<file path="config.mk">
export PLATFORM = sky130hd
export DESIGN_NAME = mcsos_clk_stab
export DESIGN_NICKNAME = d
export VERILOG_FILES = /design/src/mcsos_pkg.sv /design/src/mcsos_cnt_if.sv /design/src/mcsos_clk_stab.sv /design/src/mcsos_stab_cnt.sv
export SDC_FILE = /design/constraint.sdc
export NUM_CORES = 1
export LEC_CHECK = 0
export BUFFER_PORTS_ARGS = -buffer_cell sky130_fd_sc_hd__buf_2
export CORE_MARGIN = 5
export CORE_UTILIZATION = 57
export CTS_BUF_LIST = sky130_fd_sc_hd__clkbuf_16
export DETAILED_ROUTE_END_ITERATION = 6
export PLACE_DENSITY = 0.84
export SLEW_MARGIN = 20
export SYNTH_ARGS = -nofsm -noshare
export SYNTH_HDL_FRONTEND = slang
export SYNTH_SLANG_ARGS = --single-unit
</file>
<file path="constraint.sdc">
create_clock -name i_mclk -period 3.4 [get_ports i_mclk]
set_clock_uncertainty 0.05 [all_clocks]
set_input_delay 0.85 -clock i_mclk [delete_from_list [all_inputs] [get_ports i_mclk]]
set_output_delay 0.85 -clock i_mclk [all_outputs]
set_load 0.005 [all_outputs]
</file>
<file path="src/mcsos_pkg.sv">
// Constants, register map and types for the main clock select and X1
// stabilization block.
// Assumes an 8-bit special-function register port on the system clock.
package mcsos_pkg;
	localparam int ADDR_W = 16;
	localparam int DATA_W = 8;
	localparam int CNT_W = 17;
	localparam int FLAG_W = 5;
	localparam int CODE_W = 3;
	localparam logic [15:0] ADDR_MODE = 16'hFFA1;
	localparam logic [15:0] ADDR_STAT = 16'hFFA3;
	localparam logic [15:0] ADDR_WAIT = 16'hFFA4;
	localparam logic [7:0] MODE_RST = 8'h00;
	localparam logic [7:0] WAIT_RST = 8'h05;
	localparam logic [2:0] MODE_PICK_BIT = 3'h0;
	localparam logic [2:0] MODE_STATE_BIT = 3'h1;
	localparam logic [2:0] MODE_SRC_BIT = 3'h2;
	localparam logic [2:0] CODE_W11 = 3'h1;
	localparam logic [2:0] CODE_W13 = 3'h2;
	localparam logic [2:0] CODE_W14 = 3'h3;
	localparam logic [2:0] CODE_W15 = 3'h4;
	localparam logic [2:0] CODE_W16 = 3'h5;
	localparam logic [16:0] T11 = 17'h00800;
	localparam logic [16:0] T13 = 17'h02000;
	localparam logic [16:0] T14 = 17'h04000;
	localparam logic [16:0] T15 = 17'h08000;
	localparam logic [16:0] T16 = 17'h10000;

	typedef enum logic [1:0] {
		ST_RUN,
		ST_STOP,
		ST_WAIT
	} mcsos_state_e;

	// Prohibited codes fall back to the longest wait, the safe side.
	function automatic logic [16:0] mcsos_wait_limit(input logic [2:0] code);
		logic [16:0] lim;
		lim = T16;
		case (code)
			CODE_W11: lim = T11;
			CODE_W13: lim = T13;
			CODE_W14: lim = T14;
			CODE_W15: lim = T15;
			CODE_W16: lim = T16;
			default: lim = T16;
		endcase
		return lim;
	endfunction
endpackage

</file>
<file path="src/mcsos_cnt_if.sv">
// Interface between the clock-select control and the stabilization counter.
// Assumes both ends run on the system clock.
`timescale 1ns/1ps
`default_nettype none
interface mcsos_cnt_if;
	logic clr;
	logic run;
	logic [mcsos_pkg::CNT_W-1:0] limit;
	logic [mcsos_pkg::FLAG_W-1:0] flags;
	logic done;
	modport ctl(output clr, output run, output limit, input flags, input done);
	modport cnt(input clr, input run, input limit, output flags, output done);
endinterface
`default_nettype wire

</file>
<file path="src/mcsos_clk_stab.sv">
// Main clock select, stabilization status and wait-time select registers.
// Assumes a byte-wide special-function register port on the system clock,
// stop and halt controls from the same clock, and X1 pins from outside.
`timescale 1ns/1ps
`default_nettype none
module mcsos_clk_stab (
	input wire logic i_mclk,
	input wire logic i_rst_n,
	input wire logic [mcsos_pkg::ADDR_W-1:0] i_sfr_addr,
	input wire logic i_sfr_wr,
	input wire logic i_sfr_rd,
	input wire logic i_sfr_bit,
	input wire logic [2:0] i_sfr_bit_idx,
	input wire logic [mcsos_pkg::DATA_W-1:0] i_sfr_wdata,
	output logic [mcsos_pkg::DATA_W-1:0] o_sfr_rdata,
	input wire logic i_x1_clk,
	input wire logic i_x1_osc_run,
	input wire logic i_x1_halt,
	input wire logic i_stop_exec,
	input wire logic i_stop_release,
	input wire logic i_timer8_slow_sel,
	input wire logic i_periph_ext_sel,
	input wire logic i_tm16_ext_sel,
	output logic o_main_clk_hs,
	output logic o_periph_clk_hs,
	output logic o_own_clk_bypass,
	output logic o_wdog_own_clk,
	output logic o_cpu_hold
);
	import mcsos_pkg::*;

	mcsos_cnt_if cif ();

	logic pick_reg, pick_next;
	logic src_reg, src_next;
	logic lock_reg, lock_next;
	logic [CODE_W-1:0] wsel_reg, wsel_next;
	logic main_hs_reg, main_hs_next;
	logic periph_hs_reg, periph_hs_next;
	logic bypass_reg, bypass_next;
	logic wdog_reg, wdog_next;
	logic hold_reg, hold_next;
	logic lim_reg, lim_next;
	logic [DATA_W-1:0] rdata_reg, rdata_next;
	mcsos_state_e state_reg, state_next;
	logic src_we;
	logic src_wr;
	logic wr_mode;
	logic wr_wait;
	logic [DATA_W-1:0] mode_view;

	assign wr_mode = i_sfr_wr && (i_sfr_addr == ADDR_MODE);
	assign wr_wait = i_sfr_wr && (i_sfr_addr == ADDR_WAIT);

	mcsos_stab_cnt u_cnt (
		.i_mclk(i_mclk),
		.i_rst_n(i_rst_n),
		.i_x1_clk(i_x1_clk),
		.i_x1_osc_run(i_x1_osc_run),
		.cif(cif)
	);

	// Stop entry and a halted X1 both restart the count from zero.
	assign cif.clr = i_stop_exec | i_x1_halt;
	assign cif.run = (state_reg != ST_STOP);
	assign cif.limit = lim_reg ? mcsos_wait_limit(wsel_reg) : T16;

	// Register writes.
	always_comb begin
		pick_next = pick_reg;
		src_next = src_reg;
		lock_next = lock_reg;
		wsel_next = wsel_reg;
		src_we = 1'b0;
		src_wr = src_reg;
		if (wr_mode) begin
			if (!i_sfr_bit) begin
				pick_next = i_sfr_wdata[MODE_PICK_BIT];
				src_we = 1'b1;
				src_wr = i_sfr_wdata[MODE_SRC_BIT];
			end else if (i_sfr_bit_idx == MODE_PICK_BIT) begin
				pick_next = i_sfr_wdata[0];
			end else if (i_sfr_bit_idx == MODE_SRC_BIT) begin
				src_we = 1'b1;
				src_wr = i_sfr_wdata[0];
			end
		end
		// Switching back and forth could glitch the peripheral clock,
		// so the source select locks after its first change.
		if (src_we && !lock_reg && (src_wr != src_reg)) begin
			src_next = src_wr;
			lock_next = 1'b1;
		end
		if (wr_wait && !i_sfr_bit) begin
			wsel_next = i_sfr_wdata[CODE_W-1:0];
		end
	end

	always_ff @(posedge i_mclk) begin
		if (!i_rst_n) begin
			pick_reg <= MODE_RST[MODE_PICK_BIT];
			src_reg <= MODE_RST[MODE_SRC_BIT];
			lock_reg <= 1'b0;
			wsel_reg <= WAIT_RST[CODE_W-1:0];
		end else begin
			pick_reg <= pick_next;
			src_reg <= src_next;
			lock_reg <= lock_next;
			wsel_reg <= wsel_next;
		end
	end

	// Clock routing outputs.
	always_comb begin
		main_hs_next = src_reg & pick_reg;
		periph_hs_next = src_reg;
		bypass_next = i_timer8_slow_sel |
			(i_periph_ext_sel & ~i_tm16_ext_sel);
		wdog_next = 1'b1;
	end

	always_ff @(posedge i_mclk) begin
		if (!i_rst_n) begin
			main_hs_reg <= 1'b0;
			periph_hs_reg <= 1'b0;
			bypass_reg <= 1'b0;
			wdog_reg <= 1'b0;
		end else begin
			main_hs_reg <= main_hs_next;
			periph_hs_reg <= periph_hs_next;
			bypass_reg <= bypass_next;
			wdog_reg <= wdog_next;
		end
	end

	// Stop sequencing and CPU hold.
	always_comb begin
		state_next = state_reg;
		hold_next = hold_reg;
		lim_next = lim_reg;
		case (state_reg)
			ST_RUN: begin
				if (i_stop_exec) begin
					state_next = ST_STOP;
					lim_next = 1'b1;
				end
			end
			ST_STOP: begin
				if (i_stop_release) begin
					state_next = ST_WAIT;
					hold_next = main_hs_reg;
				end
			end
			ST_WAIT: begin
				// A halted X1 would never finish, so it ends the wait.
				if (cif.done || i_x1_halt) begin
					state_next = ST_RUN;
					hold_next = 1'b0;
				end
			end
			default: begin
				state_next = ST_RUN;
				hold_next = 1'b0;
			end
		endcase
	end

	always_ff @(posedge i_mclk) begin
		if (!i_rst_n) begin
			state_reg <= ST_RUN;
			hold_reg <= 1'b0;
			lim_reg <= 1'b0;
		end else begin
			state_reg <= state_next;
			hold_reg <= hold_next;
			lim_reg <= lim_next;
		end
	end

	// Register reads; unmapped addresses read zero.
	always_comb begin
		mode_view = '0;
		mode_view[MODE_PICK_BIT] = pick_reg;
		mode_view[MODE_STATE_BIT] = main_hs_reg;
		mode_view[MODE_SRC_BIT] = src_reg;
		rdata_next = rdata_reg;
		if (i_sfr_rd) begin
			case (i_sfr_addr)
				ADDR_MODE: rdata_next = mode_view;
				ADDR_STAT: rdata_next = {{(DATA_W-FLAG_W){1'b0}},
					cif.flags};
				ADDR_WAIT: rdata_next = {{(DATA_W-CODE_W){1'b0}},
					wsel_reg};
				default: rdata_next = '0;
			endcase
		end
	end

	always_ff @(posedge i_mclk) begin
		if (!i_rst_n) begin
			rdata_reg <= '0;
		end else begin
			rdata_reg <= rdata_next;
		end
	end

	assign o_sfr_rdata = rdata_reg;
	assign o_main_clk_hs = main_hs_reg;
	assign o_periph_clk_hs = periph_hs_reg;
	assign o_own_clk_bypass = bypass_reg;
	assign o_wdog_own_clk = wdog_reg;
	assign o_cpu_hold = hold_reg;
endmodule // mcsos_clk_stab
`default_nettype wire

</file>
<file path="src/mcsos_stab_cnt.sv">
// X1 oscillation stabilization counter with pin synchronisers.
// Assumes X1 runs well below half the system clock rate.
`timescale 1ns/1ps
`default_nettype none
module mcsos_stab_cnt (
	input wire logic i_mclk,
	input wire logic i_rst_n,
	input wire logic i_x1_clk,
	input wire logic i_x1_osc_run,
	mcsos_cnt_if.cnt cif
);
	import mcsos_pkg::*;

	logic x1_meta_reg, x1_meta_next;
	logic x1_sync_reg, x1_sync_next;
	logic x1_prev_reg, x1_prev_next;
	logic osc_meta_reg, osc_meta_next;
	logic osc_sync_reg, osc_sync_next;
	logic [CNT_W-1:0] cnt_reg, cnt_next;
	logic x1_rise;

	assign x1_rise = x1_sync_reg & ~x1_prev_reg;

	always_comb begin
		x1_meta_next = i_x1_clk;
		x1_sync_next = x1_meta_reg;
		x1_prev_next = x1_sync_reg;
		osc_meta_next = i_x1_osc_run;
		osc_sync_next = osc_meta_reg;
		cnt_next = cnt_reg;
		if (cif.clr) begin
			cnt_next = '0;
		end else if (cif.run && osc_sync_reg && x1_rise &&
				cnt_reg < cif.limit) begin
			cnt_next = cnt_reg + 1'b1;
		end
	end

	always_ff @(posedge i_mclk) begin
		if (!i_rst_n) begin
			x1_meta_reg <= 1'b0;
			x1_sync_reg <= 1'b0;
			x1_prev_reg <= 1'b0;
			osc_meta_reg <= 1'b0;
			osc_sync_reg <= 1'b0;
			cnt_reg <= '0;
		end else begin
			x1_meta_reg <= x1_meta_next;
			x1_sync_reg <= x1_sync_next;
			x1_prev_reg <= x1_prev_next;
			osc_meta_reg <= osc_meta_next;
			osc_sync_reg <= osc_sync_next;
			cnt_reg <= cnt_next;
		end
	end

	// Flags are thresholds on a counter that only grows until cleared, so they stay set until a clear.
	assign cif.flags = {cnt_reg >= T11, cnt_reg >= T13, cnt_reg >= T14,
		cnt_reg >= T15, cnt_reg >= T16};
	assign cif.done = cnt_reg >= cif.limit;
endmodule // mcsos_stab_cnt
`default_nettype wire
</file>
== After elaboration in Yosys (flattened, before gate mapping) ==
Index checks and enable logic that the tools add are counted.

* Add/sub/neg operators: 1
* Multipliers: 0
* Divide/modulo/power cells: 0
* $lt $le $gt $ge: 7
* Eq/ne operators: 16
* Shift-type cells: 0
* Mux-type cells: 21
* Bitwise gates (word level): 9
* Reductions and logical operators: 18

{| class="wikitable"
|+ Operator list
! cell !! count
|-
| $pmux W17 S4 || 1
|-
| $eq A16 B16 Y1 const B || 3
|-
| $add A17 B1 Y17 const B || 1
|-
| $ge A17 B12 Y1 const B || 1
|-
| $ge A17 B14 Y1 const B || 1
|-
| $ge A17 B15 Y1 const B || 1
|-
| $ge A17 B16 Y1 const B || 1
|-
| $ge A17 B17 Y1 || 1
|-
| $ge A17 B17 Y1 const B || 1
|-
| $lt A17 B17 Y1 || 1
|-
| $mux W17 || 1
|-
| $pmux W5 S3 || 1
|-
| $mux W1 || 13
|-
| $eq A3 B2 Y1 const B || 3
|-
| $logic_and A1 B1 Y1 || 8
|-
| $mux W2 || 3
|-
| $ne A2 B2 Y1 const B || 3
|-
| $pmux W2 S3 || 1
|-
| $reduce_and A3 Y1 || 2
|-
| $ne A2 B1 Y1 const B || 2
|-
| $not A1 Y1 || 4
|-
| $reduce_and A2 Y1 || 2
|-
| $and A1 B1 Y1 || 3
|-
| $eq A3 B1 Y1 const B || 1
|-
| other kinds (11) || 13
|}

* Bits in registers: 44
* Bits in latches: 0
* Memory bits (writable): 0
* Bits in read-only memories: 0
* Input port bits: 40
* Logic and storage cells: 90
* Memories: 0

== Longest topological paths before layout ==
* Depth after elaboration: 7
* Mapped depth: 10
* Depth with buffers taken out: 9

== Cells and area by module ==
Synthesis repeated with hierarchy kept, for this count alone.

* Cells, all modules: 307
* Area, all modules: 2534.9 um^2

{| class="wikitable"
|+ Modules (own cells, without submodules)
! module !! times used !! cells an instance !! area each (um^2) !! seq. area each (um^2)
|-
| mcsos_stab_cnt || 1 || 186 || 1503.9 || 440.4
|-
| mcsos_clk_stab || 1 || 121 || 1031.0 || 380.4
|}

== Worst setup path after synthesis ==
Ideal clock, no wire load.

* Path kind: input to register
* From: in i_sfr_addr[3] (netlist bit)
* To: reg src_reg (netlist: periph_hs_next)
* Arrival time: 2.190 ns
* Setup slack: 1.040 ns
* Cell stages on the path: 5
* Path through: or3b_2 > nor4_4 > nand3_1 > nor2_1 > mux2_2

* Longest elaborated chain between the ends: 5
* Elaborated cells between the ends (all ways): 7
* Those cells by class: 2 x eq/ne; 2 x mux; 3 x reduce/logical

{| class="wikitable"
|+ Ends and longest elaborated chain
! element !! line !! RTL
|-
| from (decl) || mcsos_clk_stab.sv:9 || <nowiki>input wire logic [mcsos_pkg::ADDR_W-1:0] i_sfr_addr,</nowiki>
|-
| $eq A16 B16 Y1 * || mcsos_clk_stab.sv:52 || <nowiki>assign wr_mode = i_sfr_wr && (i_sfr_addr == ADDR_MODE);</nowiki>
|-
| $logic_and A1 B1 Y1 * || mcsos_clk_stab.sv:52 ||
|-
| $mux W1 || mcsos_clk_stab.sv:76 || <nowiki>if (wr_mode) begin</nowiki>
|-
| $ne A1 B1 Y1 or $logic_and A1 B1 Y1 (tied branches) || mcsos_clk_stab.sv:90 || <nowiki>if (src_we && !lock_reg && (src_wr != src_reg)) begin</nowiki>
|-
| $logic_and A1 B1 Y1 || mcsos_clk_stab.sv:90 ||
|-
| to (signal assigned) || mcsos_clk_stab.sv:102 || <nowiki>src_reg <= MODE_RST[MODE_SRC_BIT];</nowiki>
|-
| to (signal assigned) || mcsos_clk_stab.sv:107 || <nowiki>src_reg <= src_next;</nowiki>
|-
| to (decl) || mcsos_clk_stab.sv:35 || <nowiki>logic src_reg, src_next;</nowiki>
|}

Mark *: on every way between the ends. The rest lies on a longest branch, timed or not.
A chain may end at the register's enable or synchronous reset.

== Worst setup path in the final report ==
* From: reg wsel_reg[1]
* To: reg u_cnt.cnt_reg[12]

* Longest elaborated chain between the ends: 5
* Elaborated cells between the ends (all ways): 8
* Those cells by class: 1 x order compare; 4 x eq/ne; 2 x mux; 1 x reduce/logical

{| class="wikitable"
|+ Ends and longest elaborated chain
! element !! line !! RTL
|-
| from (decl) || mcsos_clk_stab.sv:37 || <nowiki>logic [CODE_W-1:0] wsel_reg, wsel_next;</nowiki>
|-
| from (signal assigned) || mcsos_clk_stab.sv:104 || <nowiki>wsel_reg <= WAIT_RST[CODE_W-1:0];</nowiki>
|-
| from (signal assigned) || mcsos_clk_stab.sv:109 || <nowiki>wsel_reg <= wsel_next;</nowiki>
|-
| $eq A3 B3 Y1, or another cell as far along || mcsos_pkg.sv:39 || <nowiki>case (code)</nowiki>
|-
| $pmux W17 S4 * || mcsos_pkg.sv:39 ||
|-
| $mux W17 * || mcsos_clk_stab.sv:66 || <nowiki>assign cif.limit = lim_reg ? mcsos_wait_limit(wsel_reg) : T16;</nowiki>
|-
| $lt A17 B17 Y1 * || mcsos_stab_cnt.sv:34 || <nowiki>cnt_reg < cif.limit) begin</nowiki>
|-
| $logic_and A1 B1 Y1 * || mcsos_stab_cnt.sv:33 || <nowiki>end else if (cif.run && osc_sync_reg && x1_rise &&</nowiki>
|-
| to (signal assigned) || mcsos_stab_cnt.sv:53 || <nowiki>cnt_reg <= cnt_next;</nowiki>
|-
| to (decl) || mcsos_stab_cnt.sv:19 || <nowiki>logic [CNT_W-1:0] cnt_reg, cnt_next;</nowiki>
|}

Marks and branches as above.

==> metrics.cfg <==
[status]
status = complete, no violations

[yosys]
ys_seq_area_share_pct = 38.0
ys.flop_type = dfxtp_1
ys_warn_count = 0
synth_edf_count = 0
synth_seq_cells = 41
synthCells = 247
ys_types = 47
synthesis.area_um2 = 2160
async_flop_share_pct = 0
syn_avg_cell_area_um2 = 8.74

[run]
max_cap_violations = 0

[clock_tree]
post_cts_resized = 0
cts_buffers = 5
post_cts_buffers = 0
clock_path_buffers = 2
cts_root_buf = clkbuf_16
cts_tree = yes
holdBufCountCts = 0
cts_max_level = 2
cts.sinks = 41
clock_latency_ps = 290
clk_pin_slew_worst_paths_ps = 60

[hold_path]
holdPathEnd = u_cnt.x1_prev_next$_SDFF_PN0_
min_path_cells = 1
min-delay-start = u_cnt.x1_meta_reg$_SDFF_PN0_
hold_path_class = reg -> reg

[floorplanning]
dieArea_um2 = 5120
initial_core_util_pct = 59.0
die_h_um = 71.5
rows = 22
die_x_um = 71.5
io_pins = 53
coreArea_um2 = 3660

[setup_path]
r2r_start = wsel_reg[1]$_SDFFE_PN0P_
critPathLaunchType = register
cp.required_ps = 3550
reg2reg_depth = 9
r2r_end = u_cnt.cnt_reg[12]$_SDFFE_PP0P_
crit_arrival_ps = 2970
cp_max_fo = 17
end_kind = register
reg2reg_slack_ps = 590
worstSetupPathType = reg -> reg

[detailed_routing]
wl_mm = 4.77
vias_per_cell = 5.90
first_iter_violations = 133
vias = 2007
ant_nets = 0
wl_per_cell_um = 14.0
drc = 0
first_pass_iters = 4

[sta]
fmax_mhz = 356
post-route-period-util_pct = 82.7
tightest_slew_ps = 635
finalCriticalPeriod_ps = 2810
rsz0062_at_grt = false
holdWs_ps = 385
final-max-slew-violation-count = 0
setup-violations-final = 0
maxSlewHeadroom_pct = 57.5
setup_tns_ps = 0
finalHoldViolations = 0

[place]
dp_hpwl_mm = 3.45
io_buffers = 44
place_congestion = 0.824

[global_routing]
grt-ovfl-total = 0
grt_antenna_before_repair = 0
grt_max_degree = 28
grt_pass1_wl_mm = 8.23
grt_usage_pct = 19.8
grt_pass1_vias = 1919

[power]
pwr_density_cell_nw_per_um2 = 426
netSwitchingFraction_pct = 21.2
internal-power_w = 0.000863
p_comb_share_pct = 5.4
p_sw_w = 0.000232
p_clk_share_pct = 49.7
irDropWorstVdd_mv = 0.321
power_frac_seq_pct = 44.8
p_leak_nw = 1.02

[finish]
drive_gt1_share_pct = 21.2
largest_reg_flops = 17
antenna_cells = 0
final_nets = 338
syn_to_final_growth_pct = 19.1

==> logic make-up after synthesis <==
| logic type | Yosys count | synth area share (%) |
|---|---|---|
| fa+ha+maj | 7 | 4.06 |
| flops | 41 | 38.0 |
| xor+xnor | 2 | 0.812 |
| other cells | 1 | 0.174 |
| simple gates | 109 | 29.6 |
| mux | 10 | 4.75 |
| buf+inv | 18 | 3.77 |
| compound gates | 59 | 18.8 |
==> layout by cell type (no fill, tap or decap), types with 2 or more instances in the layout <==
| cell | Yosys | final |
|---|---|---|
| a21oi_1 | 18 | 18 |
| a22oi_1 | 2 | 2 |
| a31oi_1 | 3 | 3 |
| a32oi_1 | 2 | 2 |
| and2_1 | 9 | 9 |
| and3_1 | 3 | 3 |
| buf_2 | 2 | 44 |
| clkbuf_16 | 0 | 5 |
| conb_1 | 1 | 3 |
| dfxtp_1 | 41 | 41 |
| ha_1 | 7 | 7 |
| inv_1 | 9 | 9 |
| mux2_2 | 2 | 2 |
| mux2i_1 | 8 | 8 |
| nand2_1 | 18 | 18 |
| nand2b_1 | 4 | 4 |
| nand3_1 | 12 | 12 |
| nand3b_1 | 3 | 3 |
| nand4_1 | 6 | 6 |
| nand4b_1 | 2 | 2 |
| nor2_1 | 14 | 14 |
| nor2b_1 | 9 | 9 |
| nor3_1 | 4 | 4 |
| nor3b_1 | 4 | 4 |
| o2111ai_1 | 2 | 2 |
| o211ai_1 | 2 | 2 |
| o211ai_2 | 2 | 2 |
| o21a_1 | 5 | 5 |
| o21ai_0 | 9 | 9 |
| o31ai_1 | 8 | 8 |
| or3_1 | 5 | 5 |
| or4_1 | 9 | 9 |
| xnor2_1 | 2 | 2 |
==> critical path, cell delays in order (launching register included) <==
cell	delay, ps
dfxtp_1	430
nor2_1	110
xnor2_1	140
and2_1	160
ha_1	300
a21oi_1	200
and4b_1	310
o211ai_2	310
or4_1	580
a21oi_1	140
==> cell usage after synthesis, drive strengths merged (6+ instances only) <==
| cell type | count | share of area, % |
|---|---|---|
| a21oi | 18 | 4.2 |
| nand2 | 18 | 3.1 |
| or4 | 9 | 3.1 |
| inv | 9 | 1.6 |
| mux2i | 8 | 3.7 |
| nand3 | 12 | 2.8 |
| nand4 | 6 | 1.7 |
| ha | 7 | 4.1 |
| dfxtp | 41 | 38 |
| and2 | 9 | 2.6 |
| nor2 | 14 | 2.4 |
| o31ai | 8 | 2.8 |
| nor2b | 9 | 2.6 |
| o21ai | 9 | 2.1 |
==> how the worst max path moves through the flow <==
| stage | start | to | slack [ps] | cells past startpoint |
|---|---|---|---|---|
| floorplan | i_sfr_addr[3] | periph_hs_next$_SDFFE_PN0P_ | 1040 | 5 |
| global placement | wsel_reg[1]$_SDFFE_PN0P_ | u_cnt.cnt_reg[14]$_SDFFE_PP0P_ | 710 | 9 |
| global route | wsel_reg[1]$_SDFFE_PN0P_ | u_cnt.cnt_reg[8]$_SDFFE_PP0P_ | 370 | 9 |
| finish | wsel_reg[1]$_SDFFE_PN0P_ | u_cnt.cnt_reg[12]$_SDFFE_PP0P_ | 590 | 9 |
| detailed placement | wsel_reg[1]$_SDFFE_PN0P_ | u_cnt.cnt_reg[10]$_SDFFE_PP0P_ | 640 | 9 |
| CTS | wsel_reg[1]$_SDFFE_PN0P_ | u_cnt.cnt_reg[14]$_SDFFE_PP0P_ | 590 | 9 |
==> stage by stage <==
stage / setup slack [ps] / utilization (%) / cell area (um2) / instances / power, W
2_1_floorplan: 1040 / - / 2170 / 249 / 0.000532
3_3_place_gp: 710 / 65.5 / 2400 / 332 / 0.000559
3_5_place_dp: 639 / 65.5 / 2400 / 332 / 0.000561
4_1_cts: 594 / 70.2 / 2570 / 340 / 0.00110
5_1_grt: 373 / 70.2 / 2570 / 340 / 0.00113
6_report: 589 / 70.2 / 2570 / 340 / 0.00110
==> power by group through the flow <==
stage / sequential [W] / combinational (W) / clock (W)
finish: 0.000491 / 0.0000596 / 0.000545
global route: 0.000491 / 0.0000672 / 0.000574
CTS: 0.000491 / 0.0000595 / 0.000553
detailed placement: 0.000501 / 0.0000593 / 0
global placement: 0.000501 / 0.0000576 / 0
floorplan: 0.000501 / 0.0000311 / 0
==> per-layer routing <==
metal	part of all wire (%)	track usage, %	up-vias
li1	-	-	996
met1	44	24.3	941
met2	49	33.3	58
met3	4.7	4.77	12
met4	2.1	8.14	0
met5	0	0	-
==> area by class of cell <==
type / instances / area (um2)
clock buffers: 5 / 125
well taps: 48 / 60.1
clock inverters: 3 / 46.3
fillers: 297 / 1090
repair buffers: 44 / 220
multi-input cells: 190 / 1260
inverters: 9 / 33.8
flip-flops and latches: 41 / 821
No activity file was read; power rests on OpenSTA's default activity.
